File: config.mk
export PLATFORM = sky130hd
export DESIGN_NAME = dsp_clock_mode_generator
export DESIGN_NICKNAME = d
export VERILOG_FILES = /design/src/design/output_clock_divider.v /design/src/design/dsp_clock_mode_generator.v
export VERILOG_INCLUDE_DIRS = /design/src /design/src/design
export SDC_FILE = /design/constraint.sdc
export NUM_CORES = 1
export LEC_CHECK = 0
export ABC_AREA = 1
export BUFFER_PORTS_ARGS = -buffer_cell sky130_fd_sc_hd__buf_2
export CORE_ASPECT_RATIO = 1.25
export CORE_MARGIN = 5
export CORE_UTILIZATION = 56
export CTS_BUF_LIST = sky130_fd_sc_hd__clkbuf_4
export DETAILED_ROUTE_END_ITERATION = 10
export PLACE_DENSITY = 0.83
export SLEW_MARGIN = 40
export SYNTH_ARGS = -nofsm -noshare
export SYNTH_HDL_FRONTEND = slang
export SYNTH_HIERARCHICAL = 1
export SYNTH_SLANG_ARGS = --single-unit
File: constraint.sdc
create_clock -name clk -period 5.5 [get_ports clk]
set_input_delay 1.1 -clock clk [delete_from_list [all_inputs] [get_ports clk]]
set_output_delay 1.1 -clock clk [all_outputs]
set_load 0.03 [all_outputs]
File: src/design/clock_mode_defines.vh
// Purpose: Constants shared by the clock mode generator and its output divider.
// Assumes: 100 MHz system clock, 10 ns period.
// Notes: Times are kept in their own unit and converted to cycles here.
`ifndef CLOCK_MODE_DEFINES_VH
`define CLOCK_MODE_DEFINES_VH
`define CLK_PERIOD_NS 10
`define LOCK_TIME_MS 30
`define LOCK_CYCLES ((`LOCK_TIME_MS * 1000000) / `CLK_PERIOD_NS)
`define PIN_MODE_DIV2_LOW 3'h0
`define PIN_MODE_DIV4 3'h5
`define PIN_MODE_DIV2_HIGH 3'h7
`define MULT_INT_W 5
`define MULT_FRAC_W 2
`define MULT_RESET 7'h04
`define DIV_SEL_W 2
`define DIV_SEL_NONE 2'h0
`define DIV_SEL_BY2 2'h1
`define DIV_SEL_BY4 2'h3
`define DIV_SEL_RESET 2'h3
`endif

File: src/design/output_clock_divider.v
// Purpose: Divides the machine clock enable stream for the machine clock output pin.
// Assumes: Machine clock arrives as a one-cycle tick on clk.
// Notes: Setting 0 passes the machine clock through undivided.
`timescale 1ns/1ps
`include "clock_mode_defines.vh"
module output_clock_divider (
  input wire clk,
  input wire srst,
  input wire machine_tick,
  input wire machine_level,
  input wire [1:0] div_sel,
  output reg clk_out
);
  // Count of machine ticks within the divided period.
  reg [1:0] count_reg;

  ////////////////////////////////////////////////////////////////////////////
  // Divider: toggles the output after the selected number of ticks.
  always @(posedge clk) begin
    if (srst) begin
      count_reg <= 2'h0;
      clk_out <= 1'b0;
    end else if (div_sel == `DIV_SEL_NONE) begin
      // Pass the machine clock level straight to the pin.
      count_reg <= 2'h0;
      clk_out <= machine_level;
    end else if (machine_tick) begin
      // Divide by two toggles every second tick, divide by four every fourth tick.
      if (count_reg == ((div_sel == `DIV_SEL_BY2) ? 2'h1 : 2'h3)) begin
        count_reg <= 2'h0;
        clk_out <= ~clk_out;
      end else begin
        count_reg <= count_reg + 2'h1;
      end
    end
  end
endmodule

File: src/design/dsp_clock_mode_generator.v
// Purpose: Machine clock generator with pin-strapped divide modes and a programmable multiplier.
// Assumes: The reference clock is sampled as a pin on clk; the multiplier is modelled by a phase accumulator.
// Notes: Machine clock appears as a tick pulse and a level; output pin divider resets to divide by four.
// Function
// - Decode mode pins at reset: 000,101,111.
// - Machine cycle is reference divided or multiplied.
// - Crystal oscillator enabled only when mode requests.
// - Multiplier ratio taken from clock mode register.
// - Software writes register; device applies new factor.
// - Multiplier supports integer and quarter fractions.
// - Allow up to 30 ms lock after change.
// - Output divider resets divide-by-four; 00 undivided.
`timescale 1ns/1ps
`include "clock_mode_defines.vh"
module dsp_clock_mode_generator #(
  parameter LOCK_CYCLES = `LOCK_CYCLES,
  parameter ACC_W = 16
) (
  input wire clk,
  input wire srst,
  input wire reference_clock_input,
  input wire mode_select_pin_1,
  input wire mode_select_pin_2,
  input wire mode_select_pin_3,
  input wire clock_mode_register_we,
  input wire [6:0] clock_mode_register_wdata,
  input wire pll_request,
  input wire [1:0] output_clock_divider_wdata,
  input wire output_clock_divider_we,
  output reg [6:0] clock_mode_register,
  output reg [1:0] output_clock_divider,
  output reg crystal_drive_enable,
  output reg pll_enabled,
  output reg pll_locked,
  output reg divide_by_four,
  output reg machine_tick,
  output reg machine_level,
  output wire machine_clock_output
);
  // Pin synchroniser stages for the reference clock.
  reg ref_s1_reg;
  reg ref_s2_reg;
  reg ref_s3_reg;
  // Debounced reference level and its previous value.
  reg ref_level_reg;
  // Reset-time sampling flag: the first cycle after release captures the straps.
  reg strap_pending_reg;
  // Strap pin synchroniser stages, pattern order pin 1, pin 2, pin 3.
  reg [2:0] strap_s1_reg;
  reg [2:0] strap_s2_reg;
  reg [2:0] strap_s3_reg;
  // Reference edge counter for the divided path.
  reg [1:0] ref_div_reg;
  // Lock timer.
  reg [31:0] lock_cnt_reg;
  // Phase accumulator for the multiplied path.
  reg [ACC_W-1:0] phase_reg;
  // Cycles measured per reference period and the period in use.
  reg [ACC_W-1:0] period_cnt_reg;
  reg [ACC_W-1:0] period_reg;
  // Selects the multiplied path once lock has been reached.
  reg use_pll_reg;
  // Pending source change, applied only at a machine tick.
  reg switch_pending_reg;
  wire ref_rise;
  wire [ACC_W+6:0] phase_sum;
  wire div_tick;
  wire pll_tick;

  // A qualified reference edge: second and third stages agree on a new level.
  assign ref_rise = (ref_s2_reg == ref_s3_reg) && ref_s3_reg && !ref_level_reg;

  // Multiplier step: factor in quarters accumulated against twice the period.
  // Each tick is a half machine period, so a factor of N gives 2N ticks per reference period.
  assign phase_sum = {7'h00, phase_reg} + {{ACC_W{1'b0}}, clock_mode_register};
  assign pll_tick = (phase_sum >= {6'h00, period_reg, 1'b0}) && (period_reg != {ACC_W{1'b0}});

  // Divided path tick: every reference rise for /2 tick, every second one for /4.
  assign div_tick = ref_rise && (divide_by_four ? ref_div_reg[0] : 1'b1);

  ////////////////////////////////////////////////////////////////////////////
  // Reference clock input synchroniser and edge qualification.
  always @(posedge clk) begin
    if (srst) begin
      ref_s1_reg <= 1'b0;
      ref_s2_reg <= 1'b0;
      ref_s3_reg <= 1'b0;
      ref_level_reg <= 1'b0;
    end else begin
      ref_s1_reg <= reference_clock_input;
      ref_s2_reg <= ref_s1_reg;
      ref_s3_reg <= ref_s2_reg;
      // Accept the new level only when the later stages agree.
      if (ref_s2_reg == ref_s3_reg) begin
        ref_level_reg <= ref_s3_reg;
      end
    end
  end

  ////////////////////////////////////////////////////////////////////////////
  // Strap pin synchroniser; it runs through reset so the pattern has settled at release.
  always @(posedge clk) begin
    strap_s1_reg <= {mode_select_pin_1, mode_select_pin_2, mode_select_pin_3};
    strap_s2_reg <= strap_s1_reg;
    strap_s3_reg <= strap_s2_reg;
  end

  ////////////////////////////////////////////////////////////////////////////
  // Strap capture, mode decode and software programming of the multiplier.
  always @(posedge clk) begin
    if (srst) begin
      strap_pending_reg <= 1'b1;
      crystal_drive_enable <= 1'b0;
      pll_enabled <= 1'b0;
      divide_by_four <= 1'b0;
      clock_mode_register <= `MULT_RESET;
      output_clock_divider <= `DIV_SEL_RESET;
    end else begin
      if (strap_pending_reg) begin
        // Straps are taken on the first edge after release, later while the last two stages differ.
        strap_pending_reg <= (strap_s2_reg != strap_s3_reg);
        pll_enabled <= 1'b0;
        case (strap_s3_reg)
          `PIN_MODE_DIV2_LOW: begin
            // Divide by two, reference from the input pin.
            divide_by_four <= 1'b0;
            crystal_drive_enable <= 1'b0;
          end
          `PIN_MODE_DIV4: begin
            // Divide by four, reference from the input pin.
            divide_by_four <= 1'b1;
            crystal_drive_enable <= 1'b0;
          end
          `PIN_MODE_DIV2_HIGH: begin
            // Divide by two with the internal oscillator running.
            divide_by_four <= 1'b0;
            crystal_drive_enable <= 1'b1;
          end
          default: begin
            // Other patterns fall back to divide by two from the input pin.
            divide_by_four <= 1'b0;
            crystal_drive_enable <= 1'b0;
          end
        endcase
      end else if (clock_mode_register_we) begin
        // A write loads the multiplier and sets the PLL mode from the request bit.
        clock_mode_register <= clock_mode_register_wdata;
        pll_enabled <= pll_request;
      end
      // The output divider field is written independently.
      if (output_clock_divider_we) begin
        output_clock_divider <= output_clock_divider_wdata;
      end
    end
  end

  ////////////////////////////////////////////////////////////////////////////
  // Lock timer: restarts on any multiplier write and reports lock when done.
  always @(posedge clk) begin
    if (srst) begin
      lock_cnt_reg <= 32'h00000000;
      pll_locked <= 1'b0;
    end else if (clock_mode_register_we && !strap_pending_reg) begin
      lock_cnt_reg <= 32'h00000000;
      pll_locked <= 1'b0;
    end else if (pll_enabled && !pll_locked) begin
      if (lock_cnt_reg >= LOCK_CYCLES - 1) begin
        pll_locked <= 1'b1;
      end else begin
        lock_cnt_reg <= lock_cnt_reg + 32'h00000001;
      end
    end else if (!pll_enabled) begin
      pll_locked <= 1'b0;
    end
  end

  ////////////////////////////////////////////////////////////////////////////
  // Reference period measurement and phase accumulation for the multiplier.
  always @(posedge clk) begin
    if (srst) begin
      period_cnt_reg <= {ACC_W{1'b0}};
      period_reg <= {ACC_W{1'b0}};
      phase_reg <= {ACC_W{1'b0}};
      ref_div_reg <= 2'h0;
    end else begin
      if (ref_rise) begin
        // Latch the measured period and restart the measurement.
        period_reg <= period_cnt_reg + {{(ACC_W-1){1'b0}}, 1'b1};
        period_cnt_reg <= {ACC_W{1'b0}};
        ref_div_reg <= ref_div_reg + 2'h1;
      end else if (period_cnt_reg != {ACC_W{1'b1}}) begin
        period_cnt_reg <= period_cnt_reg + {{(ACC_W-1){1'b0}}, 1'b1};
      end
      // Wrap the phase by twice the measured period whenever a multiplied tick is issued.
      if (pll_tick) begin
        phase_reg <= phase_sum[ACC_W-1:0] - {period_reg[ACC_W-2:0], 1'b0};
      end else begin
        phase_reg <= phase_sum[ACC_W-1:0];
      end
    end
  end

  ////////////////////////////////////////////////////////////////////////////
  // Source selection and machine tick; switching happens only on a tick.
  always @(posedge clk) begin
    if (srst) begin
      use_pll_reg <= 1'b0;
      switch_pending_reg <= 1'b0;
      machine_tick <= 1'b0;
      machine_level <= 1'b0;
    end else begin
      // Request a change of source when lock state and mode disagree.
      switch_pending_reg <= (pll_enabled && pll_locked) != use_pll_reg;
      machine_tick <= use_pll_reg ? pll_tick : div_tick;
      if (use_pll_reg ? pll_tick : div_tick) begin
        machine_level <= ~machine_level;
        // Changing source right at a tick keeps every half period whole.
        if (switch_pending_reg) begin
          use_pll_reg <= pll_enabled && pll_locked;
        end
      end
    end
  end

  // Output pin divider driven by the machine clock.
  output_clock_divider u_out_div (
    .clk(clk),
    .srst(srst),
    .machine_tick(machine_tick),
    .machine_level(machine_level),
    .div_sel(output_clock_divider),
    .clk_out(machine_clock_output)
  );
endmodule

==> reports/results.txt <==
Status: finished clean
Max reg flops: 32
Hold bufs inserted after CTS: 0
Main flop type after synthesis: dfxtp_1
DRT Pass-1 Iters: 5
Fin crit period: 3.40 ns
Final hold vios: 0
Critical path type: reg2reg
DRC: 0
Placed inst area: 0.00642 mm^2
I/O pin count: 34
Final setup fails: 0
VDD IR max: 0.000163 V
Chip width: 104 um
Syn. warnings: 6
Fin. max-slew vios: 0
Setup TNS: 0 ns
WHS: 0.336 ns
Ys async rst share: 0%
Slew @ Worst Pin: 0.720 ns
Crit-path max FO: 17
Max cap viols: 0
CP endpoint: phase_reg[6]$_SDFF_PP0_
Sequential power share: 44.1%
Htree depth: 4
Syn Nets: 908
Post-CTS setup buffer count: 0
Worst slew margin: 51.9%
CTS Buf Count: 17
WL final: 13400 um
Pwr Density: 293 mW/mm^2
Gpl congestion: 0.954
Grt total ovfl: 0
Clock power frac: 33.6%
Critical path depth: 22
Combinational share of power: 22.4%
Hold WC Path Type: reg2reg
Die height: 128 um
Post-DP HPWL: 10100 um
Sw frac: 32.4%
Effective utilization at floorplan: 56.4%
Leak: 0.00295 uW
Cell variety after synth: 46
CP peak stage delay: 0.39 ns
Fin crit share: 61.9%
Commonest non-fill, non-tap cell in the layout: nand2_1
DR vias: 5542
Sw Pwr: 639 uW
Most used cell, CP: nand2_1
Largest net degree at the start of global routing: 34
Post-CTS sizing: 0
Cell Int Power: 1340 uW
Unrepaired setup endpoints after global routing: no
Worst-Skew Late Latency: 0.53 ns
Core Area: 0.0110 mm^2
Via density: 5.30
R2R Path Start: clock_mode_register[0]$_SDFFE_PP0P_
Wirelength per Cell: 12.8 um
Initial antenna violation count: 1
Sink Count: 115
Worst EP arrival: 3.81 ns
Die area: 0.0133 mm^2
Number of synthesized flops with an enable pin: 0
Critical path, cell by cell: ha_1, fa_1, nand2_1, inv_1, nand2_1, nand2_1, nand2_1, nand2_1, nand2_1, nor2_2, xor2_1, ha_1, a21oi_1, nand2_1, nand2_1, nand2_1, nor2_1, nand2_2, nand2_4, inv_4, o21ai_0, a21oi_1
Design Area, Final: 0.00674 mm^2
Critical Path Source Type: flop
Row count: 43
All-layer global routing usage: 20.6%
CTS root buf: clkbuf_4
PortBufs: 33
CTS tree: yes
Crit Reg-Reg Endpoint: phase_reg[6]$_SDFF_PP0_
Final-stage net count: 943
Post-layout util: 61.4%
Crit path max-delay family: simple AND/OR/NAND/NOR gates
Area growth syn-to-layout: 8.92%
Most frequent cells in the layout: 172 x nand2_1, 120 x inv_1, 115 x dfxtp_1
Mean Syn Cell Area: 7.18 um^2
R2r worst-path depth: 22
Total power: 1970 uW
First-pass GRT wire length: 22700 um
CP Capture Type: flop
CP bufs+invs: 2
Clock edge transition at the registers on the reported setup and hold paths: 0.10 ns
CP required: 5.91 ns
DRT antenna net count: 0
Share of cells above drive strength 1: 10.3%
Vias in the first global route: 5174
Skew final: 0.0211 ns
Fmax: 0.294 GHz
DRT iter0 DRCs: 258
Sequential share of the synthesized area: 37.2%
Max clock buf depth: 2
Post-Syn Area: 0.00619 mm^2
Post-Syn Instances: 862
R2R setup slack: 2.10 ns
Synth Register Bits: 115
Fillcell total: 1001
CP max-delay cell: fa_1
Critical path origin: clock_mode_register[0]$_SDFFE_PP0P_
==> worst min path at each step <==
stage                     slack, ns  depth (start not counted)               startpoint                       to
after floorplan                0.31                          0  strap_s1_reg[0]$_DFF_P_  strap_s2_reg[0]$_DFF_P_
after global placement         0.31                          0  strap_s1_reg[2]$_DFF_P_  strap_s2_reg[2]$_DFF_P_
after detailed placement       0.31                          0  strap_s1_reg[2]$_DFF_P_  strap_s2_reg[2]$_DFF_P_
after CTS                      0.34                          0  strap_s1_reg[2]$_DFF_P_  strap_s2_reg[2]$_DFF_P_
after global routing           0.34                          0  strap_s1_reg[2]$_DFF_P_  strap_s2_reg[2]$_DFF_P_
final                          0.34                          0  strap_s1_reg[2]$_DFF_P_  strap_s2_reg[2]$_DFF_P_
==> power by group through the flow <==
stage	clock network, uW	logic, uW	registers (uW)
floorplan	0	333	896
global placement	0	432	888
detailed placement	0	435	889
CTS	678	439	870
global route	718	491	874
finish	663	442	870
==> worst reg2reg max path, stage by stage (launching register included) <==
cell and delay [ns]:
dfxtp_1 0.34, ha_1 0.22, fa_1 0.39, nand2_1 0.07, inv_1 0.04, nand2_1 0.05
nand2_1 0.09, nand2_1 0.07, nand2_1 0.09, nand2_1 0.11, nor2_2 0.05, xor2_1 0.26
ha_1 0.34, a21oi_1 0.21, nand2_1 0.11, nand2_1 0.07, nand2_1 0.05, nor2_1 0.11
nand2_2 0.09, nand2_4 0.16, inv_4 0.11, o21ai_0 0.21, a21oi_1 0.06
==> layout make-up <==
| cell class | count | area, um^2 | area share (%) |
|---|---|---|---|
| multi-input cells | 603 | 3300 | 49.0 |
| flip-flops and latches | 115 | 2300 | 34.2 |
| inverters | 125 | 474 | 7.04 |
| clock inverters | 15 | 184 | 2.73 |
| repair buffers | 35 | 180 | 2.67 |
| well taps | 135 | 169 | 2.51 |
| clock buffers | 17 | 128 | 1.89 |
| diodes | 1 | 2.50 | 0.0371 |
==> cells by family (layout without fill, tap and decap cells) <==
family / Yosys count / count (layout) / share of synthesized area, %
xor gates and xnor gates: 49 / 49 / 6.94
adders and majority gates: 28 / 28 / 5.91
other: 0 / 1 / 0
buffers and inverters: 144 / 192 / 9.47
AOI/OAI and AO/OA: 136 / 136 / 12.0
DFF: 115 / 115 / 37.2
and+or+nand+nor: 389 / 389 / 28.3
muxes: 1 / 1 / 0.162
==> through the flow <==
stage / setup slack, ns / cells
2_1_floorplan: 2.45 / 862
3_3_place_gp: 2.25 / 1013
3_5_place_dp: 2.20 / 1013
4_1_cts: 2.13 / 1045
5_1_grt: 1.78 / 1046
6_report: 2.10 / 1046
==> synth_stat cells (all sizes together), types with 3 or more instances <==
cell type	number	area (um^2)
inv	124	470
nor3	19	133
o22ai	11	68.8
o21ai	43	223
buf	10	77.6
ha	26	325
a21oi	68	344
nand4	36	225
clkbuf	9	33.8
nand3	41	233
dfxtp	115	2300
nor4	3	18.8
xnor2	13	114
nand3b	3	22.5
or2	3	21.3
nand2	177	682
o21bai	7	52.6
nor2	107	414
xor2	36	315
==> routing by layer <==
layer	GRT usage (%)	up-vias	routed length (um)
met3	4.70	31	552
met4	9.15	0	306
met2	36.1	121	6840
met5	0	-	0
li1	-	2881	-
met1	24.0	2509	5690
Note: power is estimated with default switching activity, not from simulation.
